==> src/hw/ccr_pkg.sv <==
// Purpose: Shared constants and types for the charger config register bank
// Assumes: 8-bit registers behind a two-wire serial slave
// Notes:   All offsets, reset values and scale figures live here
`default_nettype none
package ccr_pkg;

  // ----------------------------------------------------------------------
  // Register map
  // ----------------------------------------------------------------------
  localparam logic [7:0] CTRL_ADDR = 8'h02;
  localparam logic [7:0] BVC_ADDR  = 8'h03;
  localparam logic [7:0] VPR_ADDR  = 8'h04;
  localparam logic [7:0] CTC_ADDR  = 8'h05;
  localparam logic [7:0] DPM_ADDR  = 8'h06;
  localparam logic [6:0] DEV_ADDR  = 7'h6b;

  localparam logic [6:0] CTRL_RST  = 7'h0c;
  localparam logic [7:0] BVC_RST   = 8'h14;
  localparam logic [7:0] CTC_RST   = 8'h32;
  localparam logic [5:0] DPM_RST   = 6'h00;

  // ----------------------------------------------------------------------
  // Field positions
  // ----------------------------------------------------------------------
  localparam int CTRL_HZ_BIT  = 0;
  localparam int CTRL_CHG_OFF_BIT = 1;
  localparam int BVC_FORCE_BIT = 0;
  localparam int BVC_ILIM_BIT  = 1;

  // ----------------------------------------------------------------------
  // Scale figures
  // ----------------------------------------------------------------------
  localparam logic [5:0]  BATT_MAX_CODE   = 6'h2f;
  localparam logic [12:0] BATT_BASE_MV    = 13'h0dac;
  localparam logic [12:0] BATT_STEP_MV    = 13'h0014;
  localparam logic [11:0] ILIM_LOW_MA     = 12'h5dc;
  localparam logic [11:0] ILIM_HIGH_MA    = 12'h9c4;
  localparam logic [11:0] ICHG_BASE_MA    = 12'h226;
  localparam logic [11:0] ICHG_STEP_MA    = 12'h04b;
  localparam logic [11:0] TERM_BASE_MA    = 12'h032;
  localparam logic [11:0] TERM_STEP_MA    = 12'h032;
  localparam logic [12:0] VDPM_BASE_MV    = 13'h1068;
  localparam logic [12:0] VDPM_STEP_MV    = 13'h0050;

  // ----------------------------------------------------------------------
  // Types
  // ----------------------------------------------------------------------
  typedef struct packed {
    logic       valid;
    logic [7:0] addr;
    logic [7:0] data;
  } ccr_wr_t;

  typedef struct packed {
    logic converter_on;
    logic charge_run;
    logic system_rail_target;
    logic battery_switch_on;
    logic battery_switch_gate;
    logic low_quiescent;
  } ccr_power_t;

  typedef enum logic [2:0] {
    ST_IDLE  = 3'b000,
    ST_ADDR  = 3'b001,
    ST_ACK   = 3'b010,
    ST_PTR   = 3'b011,
    ST_WDATA = 3'b100,
    ST_RDATA = 3'b101,
    ST_RACK  = 3'b110
  } ccr_state_t;

endpackage
`default_nettype wire

==> src/hw/ccr_i2c_slave.sv <==
// Purpose: Two-wire serial slave giving byte access to the register bank
// Assumes: Pointer byte after address on writes; reads start at pointer
// Notes:   Pointer advances per data byte; open-drain data pin
`timescale 1ns/1ps
`default_nettype none
module ccr_i2c_slave (
  input  wire logic            sys_clk,
  input  wire logic            rst,
  input  wire logic            scl_in,
  input  wire logic            sda_in,
  output logic                 sda_out,
  output logic                 sda_oe,
  output ccr_pkg::ccr_wr_t     wr,
  output logic [7:0]           rd_addr,
  input  wire logic [7:0]      rd_data
);

  logic [1:0]          scl_sync;
  logic [1:0]          sda_sync;
  logic                scl_d;
  logic                sda_d;
  logic                scl_rise;
  logic                scl_fall;
  logic                start_det;
  logic                stop_det;
  ccr_pkg::ccr_state_t state;
  logic [7:0]          shift;
  logic [3:0]          cnt;
  logic                is_read;
  logic                ptr_done;

  // ----------------------------------------------------------------------
  // Pin synchronisers and edge detection
  // ----------------------------------------------------------------------
  always_ff @(posedge sys_clk) begin
    if (rst) begin
      scl_sync <= 2'h3;
      sda_sync <= 2'h3;
      scl_d    <= 1'b1;
      sda_d    <= 1'b1;
    end else begin
      scl_sync <= {scl_sync[0], scl_in};
      sda_sync <= {sda_sync[0], sda_in};
      scl_d    <= scl_sync[1];
      sda_d    <= sda_sync[1];
    end
  end

  assign scl_rise  = scl_sync[1] & ~scl_d;
  assign scl_fall  = ~scl_sync[1] & scl_d;
  assign start_det = scl_sync[1] & scl_d & sda_d & ~sda_sync[1];
  assign stop_det  = scl_sync[1] & scl_d & ~sda_d & sda_sync[1];

  // ----------------------------------------------------------------------
  // Byte engine
  // ----------------------------------------------------------------------
  always_ff @(posedge sys_clk) begin
    if (rst) begin
      state    <= ccr_pkg::ST_IDLE;
      shift    <= 8'h00;
      cnt      <= 4'h0;
      is_read  <= 1'b0;
      ptr_done <= 1'b0;
      rd_addr  <= 8'h00;
      sda_oe   <= 1'b0;
      sda_out  <= 1'b0;
      wr       <= '0;
    end else begin
      wr.valid <= 1'b0;
      if (start_det) begin
        state    <= ccr_pkg::ST_ADDR;
        cnt      <= 4'h0;
        ptr_done <= 1'b0;
        sda_oe   <= 1'b0;
      end else if (stop_det) begin
        state  <= ccr_pkg::ST_IDLE;
        sda_oe <= 1'b0;
      end else if (scl_rise) begin
        case (state)
          ccr_pkg::ST_ADDR, ccr_pkg::ST_PTR, ccr_pkg::ST_WDATA: begin
            shift <= {shift[6:0], sda_sync[1]};
            cnt   <= cnt + 4'h1;
          end
          ccr_pkg::ST_RACK: begin
            // Master NACK ends the read burst
            if (sda_sync[1]) begin
              state <= ccr_pkg::ST_IDLE;
            end
          end
          default: begin
          end
        endcase
      end else if (scl_fall) begin
        case (state)
          ccr_pkg::ST_ADDR: begin
            if (cnt == 4'h8) begin
              if (shift[7:1] == ccr_pkg::DEV_ADDR) begin
                is_read <= shift[0];
                sda_oe  <= 1'b1;
                state   <= ccr_pkg::ST_ACK;
              end else begin
                state <= ccr_pkg::ST_IDLE;
              end
            end
          end
          ccr_pkg::ST_PTR: begin
            if (cnt == 4'h8) begin
              rd_addr  <= shift;
              ptr_done <= 1'b1;
              sda_oe   <= 1'b1;
              state    <= ccr_pkg::ST_ACK;
            end
          end
          ccr_pkg::ST_WDATA: begin
            if (cnt == 4'h8) begin
              wr.valid <= 1'b1;
              wr.addr  <= rd_addr;
              wr.data  <= shift;
              rd_addr  <= rd_addr + 8'h01;
              sda_oe   <= 1'b1;
              state    <= ccr_pkg::ST_ACK;
            end
          end
          ccr_pkg::ST_ACK, ccr_pkg::ST_RACK: begin
            cnt <= 4'h1;
            if (is_read) begin
              sda_oe  <= ~rd_data[7];
              shift   <= {rd_data[6:0], 1'b0};
              rd_addr <= rd_addr + 8'h01;
              state   <= ccr_pkg::ST_RDATA;
            end else begin
              sda_oe <= 1'b0;
              cnt    <= 4'h0;
              state  <= ptr_done ? ccr_pkg::ST_WDATA : ccr_pkg::ST_PTR;
            end
          end
          ccr_pkg::ST_RDATA: begin
            if (cnt == 4'h8) begin
              sda_oe <= 1'b0;
              state  <= ccr_pkg::ST_RACK;
            end else begin
              sda_oe <= ~shift[7];
              shift  <= {shift[6:0], 1'b0};
              cnt    <= cnt + 4'h1;
            end
          end
          default: begin
          end
        endcase
      end
    end
  end

endmodule
`default_nettype wire

==> src/hw/ccr_cfg_regs.sv <==
// Purpose: Charger configuration register bank and power-path control
// Assumes: One 125 MHz clock; analog status arrives asynchronously
// Notes:   Registers reached over the two-wire serial slave only
//
// Operation
// - Charging runs while the charge-disable and high-impedance bits are both 0 and stops when either is 1.
// - Charge off: rail regulated, battery cut off except for supplement.
// - High-impedance bit 1 selects low quiescent state, 0 returns to normal.
// - High-impedance: converter off, battery switch and gate on.
// - Bits 7:2 of 0x03 set 3.5 V plus 20 mV per step, default 3.6 V.
// - Bit 1 of 0x03 sets the high-power input limit, 1.5 A or 2.5 A.
// - Writing 1 to bit 0 of 0x03 forces USB detection until done.
// - Register 0x04 is read-only vendor, part and revision codes.
// - Bits 7:3 of 0x05 set fast charge as 550 mA plus 75 mA per step.
// - Bits 2:0 of 0x05 set termination as 50 mA plus 50 mA per step.
// - Bit 7 of 0x06 reads 1 while minimum system voltage mode is active.
// - Bit 6 of 0x06 reads 1 while input power limiting is active.
// - Bits 5:3 of 0x06 set USB input threshold, 4.20 V in 80 mV steps.
// - Charge-disable is bit 1 and high-impedance bit 0 of register 0x02.
`timescale 1ns/1ps
`default_nettype none
module ccr_cfg_regs #(
  parameter logic [2:0] VENDOR_CODE   = 3'h5, // Arbitrary value
  parameter logic [1:0] PART_CODE     = 2'h2, // Arbitrary value
  parameter logic [2:0] REVISION_CODE = 3'h3  // Arbitrary value
) (
  input  wire logic          sys_clk,
  input  wire logic          rst,
  input  wire logic          scl_in,
  input  wire logic          sda_in,
  output logic               sda_out,
  output logic               sda_oe,
  input  wire logic          min_system_active_pin,
  input  wire logic          input_power_limit_pin,
  input  wire logic          supply_short_pin,
  input  wire logic          usb_detect_done_pin,
  output ccr_pkg::ccr_power_t power_path,
  output logic               usb_detect_force,
  output logic [12:0]        battery_reg_target_mv,
  output logic [11:0]        hp_input_current_limit_ma,
  output logic [11:0]        fast_charge_current_ma,
  output logic [11:0]        termination_current_ma,
  output logic [12:0]        usb_input_power_limit_mv,
  output logic [12:0]        hp_input_power_limit_mv
);

  ccr_pkg::ccr_wr_t wr;
  logic [7:0]       rd_addr;
  logic [7:0]       rd_data;
  logic [3:0]       pin_meta;
  logic [3:0]       pin_sync;
  logic [6:0]       ctrl;
  logic [7:1]       bvc_hi;
  logic [7:0]       ctc;
  logic [5:0]       dpm_thr;
  logic             min_system_active_flag;
  logic             input_power_limit_flag;
  logic             supply_short;
  logic             usb_detect_done;
  logic [5:0]       batt_code;

  // ----------------------------------------------------------------------
  // Serial slave
  // ----------------------------------------------------------------------
  ccr_i2c_slave u_slave (
    .sys_clk (sys_clk),
    .rst     (rst),
    .scl_in  (scl_in),
    .sda_in  (sda_in),
    .sda_out (sda_out),
    .sda_oe  (sda_oe),
    .wr      (wr),
    .rd_addr (rd_addr),
    .rd_data (rd_data)
  );

  // ----------------------------------------------------------------------
  // Analog status synchronisers
  // ----------------------------------------------------------------------
  always_ff @(posedge sys_clk) begin
    if (rst) begin
      pin_meta <= 4'h0;
      pin_sync <= 4'h0;
    end else begin
      pin_meta <= {usb_detect_done_pin, supply_short_pin,
                   input_power_limit_pin, min_system_active_pin};
      pin_sync <= pin_meta;
    end
  end

  assign min_system_active_flag = pin_sync[0];
  assign input_power_limit_flag = pin_sync[1];
  assign supply_short           = pin_sync[2];
  assign usb_detect_done        = pin_sync[3];

  // ----------------------------------------------------------------------
  // Writable registers
  // ----------------------------------------------------------------------
  always_ff @(posedge sys_clk) begin
    if (rst) begin
      ctrl <= ccr_pkg::CTRL_RST;
    end else if (wr.valid && wr.addr == ccr_pkg::CTRL_ADDR) begin
      ctrl <= wr.data[6:0];
    end
  end

  always_ff @(posedge sys_clk) begin
    if (rst) begin
      bvc_hi <= ccr_pkg::BVC_RST[7:1];
    end else if (wr.valid && wr.addr == ccr_pkg::BVC_ADDR) begin
      bvc_hi <= wr.data[7:1];
    end
  end

  // A new force request beats a completion seen in the same cycle
  always_ff @(posedge sys_clk) begin
    if (rst) begin
      usb_detect_force <= ccr_pkg::BVC_RST[ccr_pkg::BVC_FORCE_BIT];
    end else if (wr.valid && wr.addr == ccr_pkg::BVC_ADDR) begin
      usb_detect_force <= wr.data[ccr_pkg::BVC_FORCE_BIT];
    end else if (usb_detect_done) begin
      usb_detect_force <= 1'b0;
    end
  end

  always_ff @(posedge sys_clk) begin
    if (rst) begin
      ctc <= ccr_pkg::CTC_RST;
    end else if (wr.valid && wr.addr == ccr_pkg::CTC_ADDR) begin
      ctc <= wr.data;
    end
  end

  always_ff @(posedge sys_clk) begin
    if (rst) begin
      dpm_thr <= ccr_pkg::DPM_RST;
    end else if (wr.valid && wr.addr == ccr_pkg::DPM_ADDR) begin
      dpm_thr <= wr.data[5:0];
    end
  end

  // ----------------------------------------------------------------------
  // Read mux
  // ----------------------------------------------------------------------
  always_comb begin
    if (rd_addr == ccr_pkg::CTRL_ADDR) begin
      rd_data = {1'b1, ctrl};
    end else if (rd_addr == ccr_pkg::BVC_ADDR) begin
      rd_data = {bvc_hi, usb_detect_force};
    end else if (rd_addr == ccr_pkg::VPR_ADDR) begin
      rd_data = {VENDOR_CODE, PART_CODE, REVISION_CODE};
    end else if (rd_addr == ccr_pkg::CTC_ADDR) begin
      rd_data = ctc;
    end else if (rd_addr == ccr_pkg::DPM_ADDR) begin
      rd_data = {min_system_active_flag, input_power_limit_flag,
                 dpm_thr};
    end else begin
      rd_data = 8'h00;
    end
  end

  // ----------------------------------------------------------------------
  // Power path
  // ----------------------------------------------------------------------
  // Register writes are not checked against a pending overvoltage fault;
  // clearing it first is up to the host.
  always_ff @(posedge sys_clk) begin
    if (rst) begin
      power_path <= '0;
    end else if (ctrl[ccr_pkg::CTRL_HZ_BIT]) begin
      power_path.converter_on        <= 1'b0;
      power_path.charge_run          <= 1'b0;
      power_path.system_rail_target  <= 1'b0;
      power_path.battery_switch_on   <= 1'b1;
      power_path.battery_switch_gate <= 1'b1;
      power_path.low_quiescent       <= 1'b1;
    end else if (ctrl[ccr_pkg::CTRL_CHG_OFF_BIT]) begin
      power_path.converter_on        <= 1'b1;
      power_path.charge_run          <= 1'b0;
      power_path.system_rail_target  <= 1'b1;
      power_path.battery_switch_on   <= supply_short;
      power_path.battery_switch_gate <= supply_short;
      power_path.low_quiescent       <= 1'b0;
    end else begin
      power_path.converter_on        <= 1'b1;
      power_path.charge_run          <= 1'b1;
      power_path.system_rail_target  <= 1'b0;
      power_path.battery_switch_on   <= 1'b1;
      power_path.battery_switch_gate <= 1'b1;
      power_path.low_quiescent       <= 1'b0;
    end
  end

  // ----------------------------------------------------------------------
  // Regulation targets
  // ----------------------------------------------------------------------
  // Codes past the ceiling would drive the cell beyond its rating
  assign batt_code = (bvc_hi[7:2] > ccr_pkg::BATT_MAX_CODE) ?
                     ccr_pkg::BATT_MAX_CODE : bvc_hi[7:2];

  always_ff @(posedge sys_clk) begin
    if (rst) begin
      battery_reg_target_mv     <= 13'h0000;
      hp_input_current_limit_ma <= 12'h000;
      fast_charge_current_ma    <= 12'h000;
      termination_current_ma    <= 12'h000;
      usb_input_power_limit_mv  <= 13'h0000;
      hp_input_power_limit_mv   <= 13'h0000;
    end else begin
      battery_reg_target_mv <= ccr_pkg::BATT_BASE_MV +
        13'(ccr_pkg::BATT_STEP_MV * {7'h00, batt_code});
      hp_input_current_limit_ma <= bvc_hi[ccr_pkg::BVC_ILIM_BIT] ?
        ccr_pkg::ILIM_HIGH_MA : ccr_pkg::ILIM_LOW_MA;
      fast_charge_current_ma <= ccr_pkg::ICHG_BASE_MA +
        12'(ccr_pkg::ICHG_STEP_MA * {7'h00, ctc[7:3]});
      termination_current_ma <= ccr_pkg::TERM_BASE_MA +
        12'(ccr_pkg::TERM_STEP_MA * {9'h000, ctc[2:0]});
      usb_input_power_limit_mv <= ccr_pkg::VDPM_BASE_MV +
        13'(ccr_pkg::VDPM_STEP_MV * {10'h000, dpm_thr[5:3]});
      hp_input_power_limit_mv <= ccr_pkg::VDPM_BASE_MV +
        13'(ccr_pkg::VDPM_STEP_MV * {10'h000, dpm_thr[2:0]});
    end
  end

endmodule
`default_nettype wire

==> config.mk <==
export PLATFORM = sky130hd
export DESIGN_NAME = ccr_cfg_regs
export DESIGN_NICKNAME = d
export VERILOG_FILES = /design/src/hw/ccr_pkg.sv /design/src/hw/ccr_i2c_slave.sv /design/src/hw/ccr_cfg_regs.sv
export SDC_FILE = /design/constraint.sdc
export NUM_CORES = 1
export LEC_CHECK = 0
export BUFFER_PORTS_ARGS = -buffer_cell sky130_fd_sc_hd__buf_4
export CAP_MARGIN = 20
export CORE_UTILIZATION = 58
export DETAILED_ROUTE_END_ITERATION = 8
export PLACE_DENSITY_LB_ADDON = 0.12
export SYNTH_ARGS = -nofsm -noshare
export SYNTH_HDL_FRONTEND = slang
export SYNTH_SLANG_ARGS = --single-unit
==> constraint.sdc <==
create_clock -name sys_clk -period 4.1 [get_ports sys_clk]
set_clock_uncertainty 0.05 [all_clocks]
set_input_delay 0.41 -clock sys_clk [delete_from_list [all_inputs] [get_ports sys_clk]]
set_output_delay 0.41 -clock sys_clk [all_outputs]
set_load 0.05 [all_outputs]
==> impl_metrics.json, run 1 <==
{
  "grt_max_degree": 101,
  "yosysUniqueCellTypes": 79,
  "worst_ep_arrival_time_ns": 3.69,
  "rows": 40,
  "synth_cells": 775,
  "fin_ws_ns": 0.673,
  "drive_gt1_frac": 0.158,
  "grt_pass1_wl_mm": 25.3,
  "io-pin-count": 92,
  "cts_setup_buffers": 0,
  "postCtsHoldBufs": 0,
  "clkSlewWorstSetupHoldPaths_ns": 0.06,
  "status": "finished clean",
  "area_delta_synth_final_pct": 13.4,
  "post-place-cells": 967,
  "syn_area_mm2": 0.00721,
  "crit_type": "reg -> reg",
  "antenna_found_initial": 0,
  "setup_viol": 0,
  "fin_crit_ns": 3.43,
  "dominantRegCellSynth": "dfxtp_1",
  "worst_ep_required_time_ns": 4.36,
  "cts_buffers": 17,
  "design.core.area_mm2": 0.0121,
  "die_h_um": 114,
  "synth-async-reset-ratio": 0,
  "max_cap_viol_count": 0,
  "drc": 0,
  "ctsHtreeMaxLevel": 4,
  "synth-seq-cells": 140,
  "die_x_um": 114,
  "final_antenna_net_count": 0,
  "viasPerCell": 5.55,
  "dp_slack_ns": 0.704,
  "holdCritPathClass": "in -> reg",
  "grt.total_usage": 0.248,
  "placed_cell_area_mm2": 0.00761,
  "post_cts_resize_count": 0,
  "final_area_mm2": 0.00818,
  "syn_avg_cell_area_um2": 9.31,
  "clockBufferDepth": 2,
  "drt-wirelength-per-cell_um": 14.9,
  "numPortBuffers": 73,
  "antennaDiodeCount": 0,
  "vdd_drop_max_mv": 0.288,
  "cts_root_buf": "clkbuf_16",
  "grt-ovfl-total": 0,
  "timing.final.crit_share": 0.836,
  "tightest_slew_ns": 1.08,
  "rsz0062_at_grt": "false",
  "dr.pass1.iters": 5,
  "finalNetCount": 887,
  "leakagePower_nw": 3.60,
  "start_util": 0.598,
  "finalWirelength_mm": 14.9,
  "ys_warn_count": 0,
  "clock-sinks": 140,
  "cts_tree": "done",
  "fmax_mhz": 292,
  "cp-start-kind": "register",
  "first_global_vias": 5163,
  "fin_tns_setup_ns": 0,
  "stdcell_count": 999,
  "hpwl_mm": 10.4,
  "drv_slew": 0,
  "route.vias.total": 5548,
  "synth_edf_count": 0,
  "yosysSeqAreaShare": 0.389,
  "drt-initial-drc-count": 378,
  "crit_fanout": 5,
  "p_per_area_mw_per_mm2": 371,
  "finalHoldViolations": 0,
  "gp_congestion": 0.845,
  "insertion_delay_ns": 0.42,
  "n_fill_cell": 992,
  "end_kind": "register",
  "die_area_mm2": 0.0129,
  "slew_headroom": 0.277
}
## power breakdown
part           internal, mW  switching, mW  total, mW
combinational        0.0397          0.141      0.181
clock                 0.870          0.594       1.46
sequential             1.38        0.00777       1.39
## cell usage in the layout, fill, tap and decap left out, types with 18 or more instances in the layout
master and n:
nand2_1 37, inv_1 38, conb_1 18, nor2_1 97, mux2i_1 49, nor2b_1 29
buf_4 75, ha_1 53, a21oi_1 39, dfxtp_1 140
## kinds of logic after synthesis
| logic type | Yosys count | synth area share |
|---|---|---|
| AO/OA/AOI/OAI | 132 | 0.125 |
| flip-flops | 140 | 0.389 |
| adder cells (fa/ha/maj) | 61 | 0.114 |
| XOR/XNOR | 12 | 0.0146 |
| AND/OR/NAND/NOR | 272 | 0.206 |
| other | 1 | 0.000520 |
| buffers and inverters | 106 | 0.0810 |
| multiplexers | 51 | 0.0711 |
## final timing paths
path | startpoint | to | slack [ns] | cells past startpoint
setup / recovery | ctc[6]$_SDFFE_PP0P_ | fast_charge_current_ma[11]$_SDFF_PP0_ | 0.67 | 12
hold / removal | scl_in | u_slave.scl_sync[0]$_SDFF_PP1_ | 0.12 | 2
setup reg to reg | ctc[6]$_SDFFE_PP0P_ | fast_charge_current_ma[11]$_SDFF_PP0_ | 0.67 | 12
hold reg to reg | u_slave.sda_sync[0]$_SDFF_PP1_ | u_slave.sda_sync[1]$_SDFF_PP1_ | 0.36 | 1
## cell type report
class                   instances  area [um2]  share of cell area
clock inverters                12         114              0.0139
well taps                     168         210              0.0257
repair buffers                 75         563              0.0688
flip-flops and latches        140        2800               0.343
multi-input cells             546        3890               0.476
inverters                      38         143              0.0174
clock buffers                  20         457              0.0558
## Yosys cell counts, types with 7 or more instances
master	instances	share of area
o21ai_0	16	0.011
buf_2	8	0.0056
inv_1	38	0.020
a211oi_1	10	0.010
clkbuf_1	17	0.0088
o21a_1	9	0.0094
o21ai_1	8	0.0056
ha_1	53	0.092
nor3b_1	7	0.0073
nand2b_1	16	0.014
nand3_1	9	0.0062
a21oi_1	39	0.027
dfxtp_1	140	0.39
nor3_1	10	0.0069
buf_4	37	0.039
nor2_1	97	0.050
or2_2	7	0.0061
xnor2_1	7	0.0085
and3b_1	8	0.0097
mux2i_1	49	0.068
nor2b_1	29	0.025
fa_1	8	0.022
nand2_1	37	0.019
## sequential cells by signal, indices dropped and copies added (netlist names), 8 cells and up
| signal | flops |
|---|---|
| termination_current_ma | 9 |
| fast_charge_current_ma | 12 |
| usb_input_power_limit_mv | 8 |
| u_slave.rd_addr | 8 |
| ctc | 8 |
| battery_reg_target_mv | 11 |
| u_slave.wr | 17 |
| u_slave.shift | 8 |
## stage by stage
step	utilization	hold slack (ns)	total power, mW
after floorplan	-	0.339	1.58
after global placement	0.631	0.356	1.60
after detailed placement	0.631	0.347	1.60
after CTS	0.678	0.104	3.06
after global routing	0.678	0.116	3.13
final	0.678	0.120	3.03
## layer usage
layer	GRT usage	part of all wire	up-vias
li1	-	-	2726
met1	0.317	0.45	2672
met2	0.414	0.50	132
met3	0.0494	0.041	18
met4	0.0974	0.016	0
met5	0	0	-
## critical path, cell delays in order (launching register included)
cell and delay [ns]:
dfxtp_1 0.40, inv_1 0.11, ha_1 0.33, inv_1 0.12, fa_1 0.43, ha_1 0.31, inv_1 0.06, fa_1 0.45
nor2b_1 0.18, o21a_1 0.16, o21a_1 0.18, o221a_2 0.21, mux2_1 0.31
(Power assumes the default switching activity.)
==> run 2: changes to the inputs <==
--- a/config.mk
+++ b/config.mk
@@ -5,9 +5,10 @@
 export SDC_FILE = /design/constraint.sdc
 export NUM_CORES = 1
 export LEC_CHECK = 0
+export ABC_AREA = 1
 export BUFFER_PORTS_ARGS = -buffer_cell sky130_fd_sc_hd__buf_4
 export CAP_MARGIN = 20
-export CORE_UTILIZATION = 58
+export CORE_UTILIZATION = 52
 export DETAILED_ROUTE_END_ITERATION = 8
 export PLACE_DENSITY_LB_ADDON = 0.12
 export SYNTH_ARGS = -nofsm -noshare
==> constraint.sdc (replaced) <==
create_clock -name sys_clk -period 3.1 [get_ports sys_clk]
set_clock_uncertainty 0.05 [all_clocks]
set_input_delay 0.31 -clock sys_clk [delete_from_list [all_inputs] [get_ports sys_clk]]
set_output_delay 0.31 -clock sys_clk [all_outputs]
set_load 0.05 [all_outputs]
==> run 2 against run 1 <==
Compared with the run above: core utilization shrank 4.3 points; largest cell class unchanged; die area up 7.7%; design area shrank 0.46%; highest routed layer unchanged.
==> impl_metrics.json, run 2 <==
{
  "ff2ff_path_depth": 14,
  "max_cap_viol_count": 0,
  "cp_cell_sequence": "ha_1, ha_1, inv_1, fa_1, inv_1, ha_1, inv_1, fa_1, inv_1, nand3_1, nand2_2, nand4_1, a21oi_1, nor2_2",
  "timing.final.crit_share": 0.934,
  "cts_tree": "done",
  "synth-seq-cells": 140,
  "die_area_mm2": 0.0139,
  "synth_top_area_frac": 0.402,
  "crit_type": "reg -> reg",
  "crit_family": "adder cells",
  "drc": 0,
  "worst_ep_required_time_ns": 3.37,
  "viasPerCell": 5.00,
  "fin_ws_ns": 0.205,
  "dr.pass1.iters": 5,
  "rows": 41,
  "syn_avg_cell_area_um2": 7.61,
  "crit_path_start": "ctc[5]$_SDFFE_PP1P_",
  "drive_gt1_frac": 0.141,
  "clockBufferDepth": 2,
  "die_h_um": 118,
  "tightest_slew_ns": 0.612,
  "gp_congestion": 0.894,
  "p_per_area_mw_per_mm2": 514,
  "synth.largest_area_cell": "dfxtp_1",
  "hp-start": "sda_in",
  "cts_buffers": 17,
  "antenna_found_initial": 0,
  "finalHoldViolations": 0,
  "io-pin-count": 92,
  "syn_area_mm2": 0.00698,
  "slew_headroom": 0.592,
  "hold_depth": 2,
  "rsz0062_at_grt": "true",
  "cp-start-kind": "register",
  "grt_pass1_wl_mm": 24.9,
  "grt.total_usage": 0.223,
  "yosysSeqAreaShare": 0.402,
  "post-place-cells": 1128,
  "start_util": 0.544,
  "worst_ep_arrival_time_ns": 3.16,
  "drv_slew": 0,
  "hpwl_mm": 10.4,
  "layout_common_cells": "nand2_1, dfxtp_1, inv_1, a21oi_1, nor2_1",
  "ys_warn_count": 0,
  "fmax_mhz": 345,
  "synth.most_common_cell": "nand2_1",
  "design.core.area_mm2": 0.0128,
  "cts_setup_buffers": 0,
  "cp.depth": 14,
  "holdCritPathClass": "in -> reg",
  "holdWs_ns": 0.0167,
  "cts_root_buf": "clkbuf_16",
  "insertion_delay_ns": 0.43,
  "dominantRegCellSynth": "dfxtp_1",
  "synth-async-reset-ratio": 0,
  "finalWirelength_mm": 14.5,
  "finalNetCount": 1044,
  "first_global_vias": 5404,
  "end_kind": "register",
  "setup_viol": 0,
  "final_core_util": 0.635,
  "synth_area_leaders": "dfxtp_1, ha_1, nand2_1",
  "path_common_cell": "inv_1",
  "clock-sinks": 140,
  "drt-wirelength-per-cell_um": 12.5,
  "numPortBuffers": 73,
  "synth_cells": 917,
  "n_fill_cell": 1174,
  "top_regs": "u_slave.wr x17, fast_charge_current_ma x12, battery_reg_target_mv x11",
  "route.vias.total": 5799,
  "ctsHtreeMaxLevel": 4,
  "cp_slowest_stage_delay_ns": 0.46,
  "grt_max_degree": 68,
  "grt-ovfl-total": 0,
  "area_delta_synth_final_pct": 16.7,
  "clkSlewWorstSetupHoldPaths_ns": 0.06,
  "status": "finished clean",
  "crit_slowest_cell": "fa_1",
  "crit_fanout": 6,
  "die_x_um": 118,
  "stdcell_count": 1160,
  "cp.buffers_inverters": 4,
  "largest_register_ffs": 17,
  "yosys-top-cells-count": "nand2_1, dfxtp_1, inv_1, a21oi_1, nor2_1",
  "p_total_mw": 4.18,
  "dp_slack_ns": 0.0963,
  "antennaDiodeCount": 0,
  "final_antenna_net_count": 0,
  "mostFrequentLayoutCell": "nand2_1",
  "synth_edf_count": 0,
  "fin_crit_ns": 2.90,
  "r2r-start": "ctc[5]$_SDFFE_PP1P_",
  "leakagePower_nw": 3.84,
  "drt-initial-drc-count": 398,
  "vdd_drop_max_mv": 0.299,
  "top_register": "u_slave.wr",
  "yosysUniqueCellTypes": 39
}
==> run 2: changes by cell type after synthesis, moves of 8 or more <==
cell	previous run	this run
nand2b_1	16	0
nand2_1	37	142
mux2i_1	49	0
and3b_1	8	0
nor2b_1	29	0
a21oi_1	39	105
o21a_1	9	0
a211oi_1	10	1
nand3_1	9	43
o21ai_0	16	63
inv_1	38	125
==> run 2: area by class of cell <==
cell class | count | area (um2) | area share
clock inverter | 14 | 169 | 0.0207
timing repair buffer | 77 | 591 | 0.0725
tap | 172 | 215 | 0.0264
clock buffer | 18 | 439 | 0.0539
inverter | 128 | 480 | 0.0590
sequential | 140 | 2800 | 0.344
multi-input combinational | 611 | 3440 | 0.423
==> run 2: timing repair <==
action / in CTS / in global routing
gates resized for setup: 0 / 6
hold buffers: 0 / 0
setup endpoints to repair: 0 / 2
==> run 2: per-layer routing <==
metal / track usage / part of all wire / up-vias
met5: 0 / 0 / -
met3: 0.0518 / 0.050 / 30
met1: 0.284 / 0.47 / 2569
li1: - / - / 3039
met4: 0.0970 / 0.023 / 0
met2: 0.361 / 0.46 / 161
==> run 2: cells by family after synthesis <==
logic type	synth area share
buffers and inverters	0.116
DFF	0.402
AOI/OAI and AO/OA	0.144
xor gates and xnor gates	0.0138
adders and majority gates	0.118
and+or+nand+nor	0.205
other	0.000538
==> run 2: worst register-to-register path, delay by kind of cell, from the launching register on <==
kind / cells / cell delay (ns)
adder cells (fa/ha/maj): 5 / 1.58
flip-flops: 1 / 0.35
AND/OR/NAND/NOR: 4 / 0.35
buffers and inverters: 4 / 0.24
AO/OA/AOI/OAI: 1 / 0.20
==> run 2: through the flow <==
stage	setup TNS (ns)	cell area (um2)
after global placement	0	7510
after detailed placement	0	7510
after CTS	0	8120
after global routing	-0.0215	8140
after floorplan	0	7040
final	0	8140
==> run 2: power by group <==
part           internal, mW  switching [mW]
Clock                  1.28           0.795
Combinational        0.0608           0.204
Sequential             1.83          0.0116
Total                  3.17            1.01
==> run 2: final timing paths <==
check	end	slack (ns)
hold reg to reg	pin_sync[1]$_SDFF_PP0_	0.36
hold / removal	u_slave.sda_sync[0]$_SDFF_PP1_	0.02
setup reg to reg	fast_charge_current_ma[11]$_SDFF_PP0_	0.20
setup / recovery	fast_charge_current_ma[11]$_SDFF_PP0_	0.20
